## src/rtl/chbp_pkg.sv

```systemverilog
// Constants shared by the correlator host bus port ends.
// Assumes one 50 MHz system clock and an active-low asynchronous reset.
`default_nettype none
package chbp_pkg;
	localparam int DATA_W        = 16;
	localparam int ADDR_W        = 8;
	localparam int CLK_HZ        = 50_000_000;
	localparam int MARK_PERIOD_S = 1;
	// Cycles between time marks, derived from clock rate
	localparam int MARK_CYCLES   = CLK_HZ * MARK_PERIOD_S;
	localparam logic [DATA_W-1:0] RD_RESET = 16'h0000;
endpackage : chbp_pkg
`default_nettype wire

```

## src/rtl/chbp_bus_if.sv

```systemverilog
// Host bus wires between the host end and the device end.
// Assumes the testbench resolves the shared data bus from the enables.
`default_nettype none
interface chbp_bus_if;
	import chbp_pkg::*;
	logic              busStyleSelect;
	logic              writeDelaySelect;
	logic              addrLatch;
	logic [ADDR_W-1:0] addr;
	logic              enableOrRd;   // Enable (style 1) or read strobe, active low (style 0)
	logic              dirOrWr;      // Direction (style 1) or write strobe, active low (style 0)
	logic [DATA_W-1:0] hostDataOut;
	logic              hostDataOe;
	logic [DATA_W-1:0] devDataOut;
	logic              devDataOe;
	logic              spareGateInA;
	logic              spareGateInB;
	logic              spareGateOut;
	logic              timeMark;
	modport host (output busStyleSelect, writeDelaySelect, addrLatch, addr, enableOrRd, dirOrWr,
		hostDataOut, hostDataOe, spareGateInA, spareGateInB,
		input devDataOut, devDataOe, spareGateOut, timeMark);
	modport dev (input busStyleSelect, writeDelaySelect, addrLatch, addr, enableOrRd, dirOrWr,
		hostDataOut, hostDataOe, spareGateInA, spareGateInB,
		output devDataOut, devDataOe, spareGateOut, timeMark);
endinterface : chbp_bus_if
`default_nettype wire

```

## src/rtl/chbp_device.sv

```systemverilog
// Device end: decodes host bus cycles into register strobes, spare gate, time mark.
// Assumes bus pins arrive asynchronously; the five control pins are synchronised on sys_clk, address and data are not.
`default_nettype none
module chbp_device
	import chbp_pkg::*;
#(
	parameter int MARK_COUNT = MARK_CYCLES
) (
	// Clock and reset
	input  wire logic              sys_clk,
	input  wire logic              arst_n,
	// Host bus
	chbp_bus_if.dev                bus,
	// User register side
	output logic [ADDR_W-1:0]      regAddr,
	output logic [DATA_W-1:0]      regWrData,
	output logic                   regWrStb,
	output logic                   regRdStb,
	input  wire logic [DATA_W-1:0] regRdData
);
	typedef struct packed {
		logic [4:0]        s1;
		logic [4:0]        s2;
		logic [ADDR_W-1:0] addrLat;
		logic [DATA_W-1:0] wrData;
		logic              wrPend;
		logic              rdAct;
		logic [DATA_W-1:0] rdData;
		logic [ADDR_W-1:0] regAddr;
		logic              wrStb;
		logic              rdStb;
		logic              rdStbD;
		logic [31:0]       markCnt;
		logic              mark;
	} chbp_dev_state_t;

	chbp_dev_state_t st_r, st_nxt;
	logic style, ale, en, dir, wrdly, isRd, isWr, wrHold;

	////////////////////////////////////////////////////////////////////
	// Synchronised pin view (second stage only)
	assign style = st_r.s2[0];
	assign en    = st_r.s2[1];
	assign dir   = st_r.s2[2];
	assign ale   = st_r.s2[3];
	assign wrdly = st_r.s2[4];

	// Cycle decode per bus style
	always_comb begin
		if (style) begin
			isRd = en && dir;
			isWr = en && !dir;
		end else begin
			isRd = !en && dir;
			isWr = !dir && en;
		end
		// Delayed mode keeps the write pending while the latch strobe is high
		wrHold = wrdly ? (isWr || ale) : isWr;
	end

	////////////////////////////////////////////////////////////////////
	// Next state
	always_comb begin
		st_nxt = st_r;
		st_nxt.s1 = {bus.writeDelaySelect, bus.addrLatch, bus.dirOrWr, bus.enableOrRd, bus.busStyleSelect};
		st_nxt.s2 = st_r.s1;
		st_nxt.wrStb = 1'b0;
		st_nxt.rdStb = 1'b0;
		// Address sampled while latch strobe high
		if (ale)
			st_nxt.addrLat = bus.addr;
		if (isWr) begin
			st_nxt.wrData = bus.hostDataOut;
			st_nxt.wrPend = 1'b1;
		end
		// Write fires at the trailing edge of the (possibly stretched) write
		if (st_r.wrPend && !wrHold) begin
			st_nxt.wrPend  = 1'b0;
			st_nxt.wrStb   = 1'b1;
			st_nxt.regAddr = st_r.addrLat;
		end else if (isRd && !st_r.rdAct) begin
			st_nxt.rdStb   = 1'b1;
			st_nxt.regAddr = st_r.addrLat;
		end
		st_nxt.rdAct = isRd;
		// Register side answers one cycle after the read strobe, so take it then
		st_nxt.rdStbD = st_r.rdStb;
		if (st_r.rdStbD)
			st_nxt.rdData = regRdData;
		// One-second mark, single cycle
		st_nxt.mark = 1'b0;
		if (st_r.markCnt == 32'(MARK_COUNT - 1)) begin
			st_nxt.markCnt = '0;
			st_nxt.mark    = 1'b1;
		end else begin
			st_nxt.markCnt = st_r.markCnt + 32'd1;
		end
	end

	always_ff @(posedge sys_clk or negedge arst_n) begin
		if (!arst_n) begin
			st_r <= '0;
		end else begin
			st_r <= st_nxt;
		end
	end

	////////////////////////////////////////////////////////////////////
	// Outputs
	assign regAddr          = st_r.regAddr;
	assign regWrData        = st_r.wrData;
	assign regWrStb         = st_r.wrStb;
	assign regRdStb         = st_r.rdStb;
	assign bus.devDataOut   = st_r.rdData;
	assign bus.devDataOe    = st_r.rdAct && isRd;
	assign bus.spareGateOut = ~(bus.spareGateInA & bus.spareGateInB);
	assign bus.timeMark     = st_r.mark;
endmodule : chbp_device
`default_nettype wire

```

## src/flat_wrapper.sv

```systemverilog
// flat-port wrapper written by rule: the top's interface ports become plain ports
module chbp_device_flat import chbp_pkg::*;
#(
	parameter int MARK_COUNT = MARK_CYCLES
)
  (sys_clk, arst_n, regAddr, regWrData, regWrStb, regRdStb, regRdData, bus_busStyleSelect, bus_writeDelaySelect, bus_addrLatch, bus_addr, bus_enableOrRd, bus_dirOrWr, bus_hostDataOut, bus_hostDataOe, bus_spareGateInA, bus_spareGateInB, bus_devDataOut, bus_devDataOe, bus_spareGateOut, bus_timeMark);
  chbp_bus_if bus_i ();
  input  wire logic sys_clk;
  input  wire logic arst_n;
  output logic [ADDR_W-1:0] regAddr;
  output logic [DATA_W-1:0] regWrData;
  output logic regWrStb;
  output logic regRdStb;
  input  wire logic [DATA_W-1:0] regRdData;
  input wire logic [$bits(bus_i.busStyleSelect)-1:0] bus_busStyleSelect;
  input wire logic [$bits(bus_i.writeDelaySelect)-1:0] bus_writeDelaySelect;
  input wire logic [$bits(bus_i.addrLatch)-1:0] bus_addrLatch;
  input wire logic [$bits(bus_i.addr)-1:0] bus_addr;
  input wire logic [$bits(bus_i.enableOrRd)-1:0] bus_enableOrRd;
  input wire logic [$bits(bus_i.dirOrWr)-1:0] bus_dirOrWr;
  input wire logic [$bits(bus_i.hostDataOut)-1:0] bus_hostDataOut;
  input wire logic [$bits(bus_i.hostDataOe)-1:0] bus_hostDataOe;
  input wire logic [$bits(bus_i.spareGateInA)-1:0] bus_spareGateInA;
  input wire logic [$bits(bus_i.spareGateInB)-1:0] bus_spareGateInB;
  output wire logic [$bits(bus_i.devDataOut)-1:0] bus_devDataOut;
  output wire logic [$bits(bus_i.devDataOe)-1:0] bus_devDataOe;
  output wire logic [$bits(bus_i.spareGateOut)-1:0] bus_spareGateOut;
  output wire logic [$bits(bus_i.timeMark)-1:0] bus_timeMark;
  assign bus_i.busStyleSelect = bus_busStyleSelect;
  assign bus_i.writeDelaySelect = bus_writeDelaySelect;
  assign bus_i.addrLatch = bus_addrLatch;
  assign bus_i.addr = bus_addr;
  assign bus_i.enableOrRd = bus_enableOrRd;
  assign bus_i.dirOrWr = bus_dirOrWr;
  assign bus_i.hostDataOut = bus_hostDataOut;
  assign bus_i.hostDataOe = bus_hostDataOe;
  assign bus_i.spareGateInA = bus_spareGateInA;
  assign bus_i.spareGateInB = bus_spareGateInB;
  assign bus_devDataOut = bus_i.devDataOut;
  assign bus_devDataOe = bus_i.devDataOe;
  assign bus_spareGateOut = bus_i.spareGateOut;
  assign bus_timeMark = bus_i.timeMark;
  chbp_device #(.MARK_COUNT(MARK_COUNT)) u_core (.sys_clk(sys_clk), .arst_n(arst_n), .bus(bus_i), .regAddr(regAddr), .regWrData(regWrData), .regWrStb(regWrStb), .regRdStb(regRdStb), .regRdData(regRdData));
endmodule
```

## config.mk

```make
export PLATFORM = sky130hd
export DESIGN_NAME = chbp_device_flat
export DESIGN_NICKNAME = d
export VERILOG_FILES = /design/src/rtl/chbp_pkg.sv /design/src/rtl/chbp_bus_if.sv /design/src/rtl/chbp_device.sv /design/src/flat_wrapper.sv
export SDC_FILE = /design/constraint.sdc
export NUM_CORES = 1
export LEC_CHECK = 0
export BUFFER_PORTS_ARGS = -buffer_cell sky130_fd_sc_hd__clkbuf_2
export CAP_MARGIN = 20
export CORE_AREA = 2 2 68 135
export CTS_BUF_LIST = sky130_fd_sc_hd__clkbuf_8
export DETAILED_ROUTE_END_ITERATION = 10
export DIE_AREA = 0 0 70 137
export GPL_TIMING_DRIVEN = 0
export PLACE_DENSITY_LB_ADDON = 0.05
export SLEW_MARGIN = 20
export SYNTH_ARGS = -nofsm -noshare
export SYNTH_HDL_FRONTEND = slang
export SYNTH_SLANG_ARGS = --single-unit
```

## constraint.sdc

```tcl
create_clock -name sys_clk -period 2.2 [get_ports sys_clk]
set_input_delay 0.44 -clock sys_clk [delete_from_list [all_inputs] [get_ports sys_clk]]
set_output_delay 0.44 -clock sys_clk [all_outputs]
set_load 0.02 [all_outputs]
```

==> impl_metrics.yaml <==
synth:
  synth_cells: 327
  synth_cell_types: 36
  synth_top_area_cell: "dfrtp_1"
  ys_ff_latch: 96
  ys_top_cells_by_area: "dfrtp_1, mux2_2, buf_4"
  ys_warn_count: 0
  syn_area_per_cell_sq_um: 12.81
  synth_edf_count: 0
  syn-num-nets: 378
  ys_seq_area_frac: 0.5733
  synthArstFlopShare: 1.000
  synth_top_area_share: 0.5733
  synth_area_sq_mm: 0.004190
  synth-main-ff-cell: "dfrtp_1"
grt:
  antenna_found_initial: 0
  overflow: 0
  grt_usage: 0.1698
  grt_use_met2: 0.3021
  grt_pass1_wl_um: 12630
  grt_use_met1: 0.1865
  use_met3: 0.04271
  grt_pass1_vias: 2690
  top_usage_layer: "met2"
  grt_max_degree: 66
floorplanning:
  row_count: 48
  coreArea_sq_mm: 0.008528
  ioPinCount: 95
  dieWidth_um: 70
  die_h_um: 137
  die_area_sq_mm: 0.009590
  start_util: 0.4913
status:
  outcome: "complete, no violations"
clock_network:
  htreeDepth: 3
  numCtsBuffers: 9
  clkLatencyLatePin_ns: 0.36
  cts.clk_slew.worst_paths_ns: 0.09
  cts_tree: "done"
  cts_resized: 0
  cts_root_buf: "clkbuf_8"
  clock_path_buffers: 2
  cts_num_sinks: 96
critical_path:
  reg2reg_depth: 7
  worstSetupEndpoint: "u_core.st_r[14]$_DFF_PN0_"
  r2r_end: "u_core.st_r[14]$_DFF_PN0_"
  arrival_ns: 2.09
  path_class: "flip-flop to flip-flop"
  cp.required_ns: 2.45
  cp_max_fo: 10
  startpoint: "u_core.st_r[1]$_DFF_PN0_"
  reg2reg_from: "u_core.st_r[1]$_DFF_PN0_"
  crit_path_start_kind: "flip-flop"
  crit_path_end_kind: "flip-flop"
  rrSetupSlack_ns: 0.36
timing:
  fin_crit_ns: 1.841
  fin_skew_ns: 0.01158
  fin_crit_sh: 0.8368
  relSlewSlack: 0.6228
  worstMarginPinSlew_ns: 0.5658
  fin_tns_setup_ns: 0
  setup_viol: 0
  rsz0062_at_grt: "false"
  timing.final.hold_violations: 0
  report.final.slew_viol_count: 0
  max_freq_ghz: 0.5432
route:
  drt_iter0_drc: 130
  vias_per_cell: 5.134
  via_count: 2752
  drt_wl_total_um: 7652
  drcViolationCount: 0
  firstDrtPassIters: 4
  wl_per_cell_um: 14.28
  ant_nets: 0
cells_and_area:
  layout-drive-gt1-share: 0.5000
  fin_nets: 484
  antenna-diode-count: 0
  final_util: 0.5871
  final_area_sq_mm: 0.005007
  syn_to_final_growth_pct: 19.50
min_path:
  hp-class: "primary input to flip-flop"
power_and_ir_drop:
  power.leakage_nw: 2.416
  finalPower_mw: 4.043
  ir_drop_uv: 425.8
  powerDensity_mw_per_mm2: 807.4
placement:
  globalplace.congestion: 0.8183
  portBuffers: 93
  placed_cell_area_sq_mm: 0.004817
  hpwlAfterDp_um: 5746
job:
  max-cap-violations: 0
-- worst min-delay path by stage --
stage	from	cells after the start	endpoint	slack [ns]
3_3_place_gp	u_core.st_nxt[89]$_DFF_PN0_	0	u_core.ale$_DFF_PN0_	0.33
2_1_floorplan	arst_n	0	u_core.ale$_DFF_PN0_	0.14
4_1_cts	bus_addrLatch	1	u_core.st_nxt[89]$_DFF_PN0_	0.16
6_report	bus_addrLatch	1	u_core.st_nxt[89]$_DFF_PN0_	0.18
3_5_place_dp	u_core.st_nxt[87]$_DFF_PN0_	0	u_core.en$_DFF_PN0_	0.34
5_1_grt	bus_addrLatch	1	u_core.st_nxt[89]$_DFF_PN0_	0.16
-- cells in the mapped netlist (all sizes together), types with 3 or more instances --
| library cell | n |
|---|---|
| mux2 | 48 |
| or3 | 3 |
| a31o | 3 |
| nor4 | 7 |
| nand3 | 11 |
| nand4 | 18 |
| nor2 | 18 |
| dfrtp | 96 |
| nand2 | 10 |
| and4 | 5 |
| nor3 | 3 |
| a21oi | 7 |
| and3 | 6 |
| xnor2 | 17 |
| buf | 47 |
| o21ai | 3 |
| xor2 | 7 |
| inv | 5 |
-- power by group --
part | total [mW] | internal (mW) | switching [mW]
registers | 2.05 | 1.96 | 0.0904
clock network | 1.07 | 0.492 | 0.580
logic | 0.924 | 0.493 | 0.431
total | 4.04 | 2.94 | 1.10
-- metrics by stage --
stage | instances | setup WS [ns] | hold slack [ns]
after global placement | 520 | -0.5011 | 0.3340
after floorplan | 327 | 0.6516 | 0.1444
final | 536 | 0.3590 | 0.1793
after CTS | 536 | 0.3348 | 0.1609
after global routing | 536 | 0.2302 | 0.1625
after detailed placement | 521 | 0.3494 | 0.3355
-- layer usage --
metal  wire length [um]  part of all wire
met1               2921              0.38
met2               4192              0.55
met3                338             0.044
met4                200             0.026
met5                  0                 0
-- layout by cell type, fill, tap and decap left out, types with 5 or more instances in the layout --
cell / netlist / routed
dfrtp_1: 96 / 96
nand4_1: 16 / 16
nand3_1: 11 / 11
a21oi_1: 6 / 6
mux2_2: 48 / 48
clkbuf_8: 0 / 13
xor2_1: 7 / 7
nand2_1: 10 / 10
nor2_1: 18 / 18
xnor2_1: 17 / 17
buf_4: 41 / 41
clkbuf_2: 0 / 92
and3_1: 6 / 6
nor4_1: 5 / 5
inv_1: 5 / 5
-- flip-flops by register name (all words and copies together), names as in the netlist --
signal	count
u_core.st_r	45
u_core.bus.devDataOut	16
u_core.regWrData	16
u_core.regAddr	8
u_core.st_nxt	5
u_core.ale	1
u_core.bus.timeMark	1
u_core.dir	1
u_core.en	1
u_core.regRdStb	1
u_core.regWrStb	1
-- final cells by class --
class	count	area (sq um)
plain buffers	49	350.3
clock buffers	12	165.2
clock inverters	2	15.01
fillers	760	3521
inverters	5	18.77
multi-input cells	177	1419
flip-flops and latches	96	2402
well taps	100	125.1
repair buffers	95	511.7
-- critical path: stages (launching register included) --
cell and delay, ns:
dfrtp_1 0.42, ha_1 0.25, nand2_1 0.09, nor4_1 0.25, nor4bb_1 0.25, buf_2 0.25
buf_6 0.17, nor2_1 0.06
-- logic make-up after synthesis --
logic type | Yosys count | synth area share
AOI/OAI and AO/OA | 16 | 0.02478
xor gates and xnor gates | 24 | 0.05016
adders and majority gates | 1 | 0.002985
buffers and inverters | 54 | 0.08809
DFF | 96 | 0.5733
muxes | 48 | 0.1290
and+or+nand+nor | 88 | 0.1317
-- timing repair --
item,in CTS,in global routing
hold buffers,1,0
hold endpoints to repair,31,0
setup endpoints to repair,0,0
setup buffers,0,0
No activity file was read; power rests on OpenSTA's default activity.
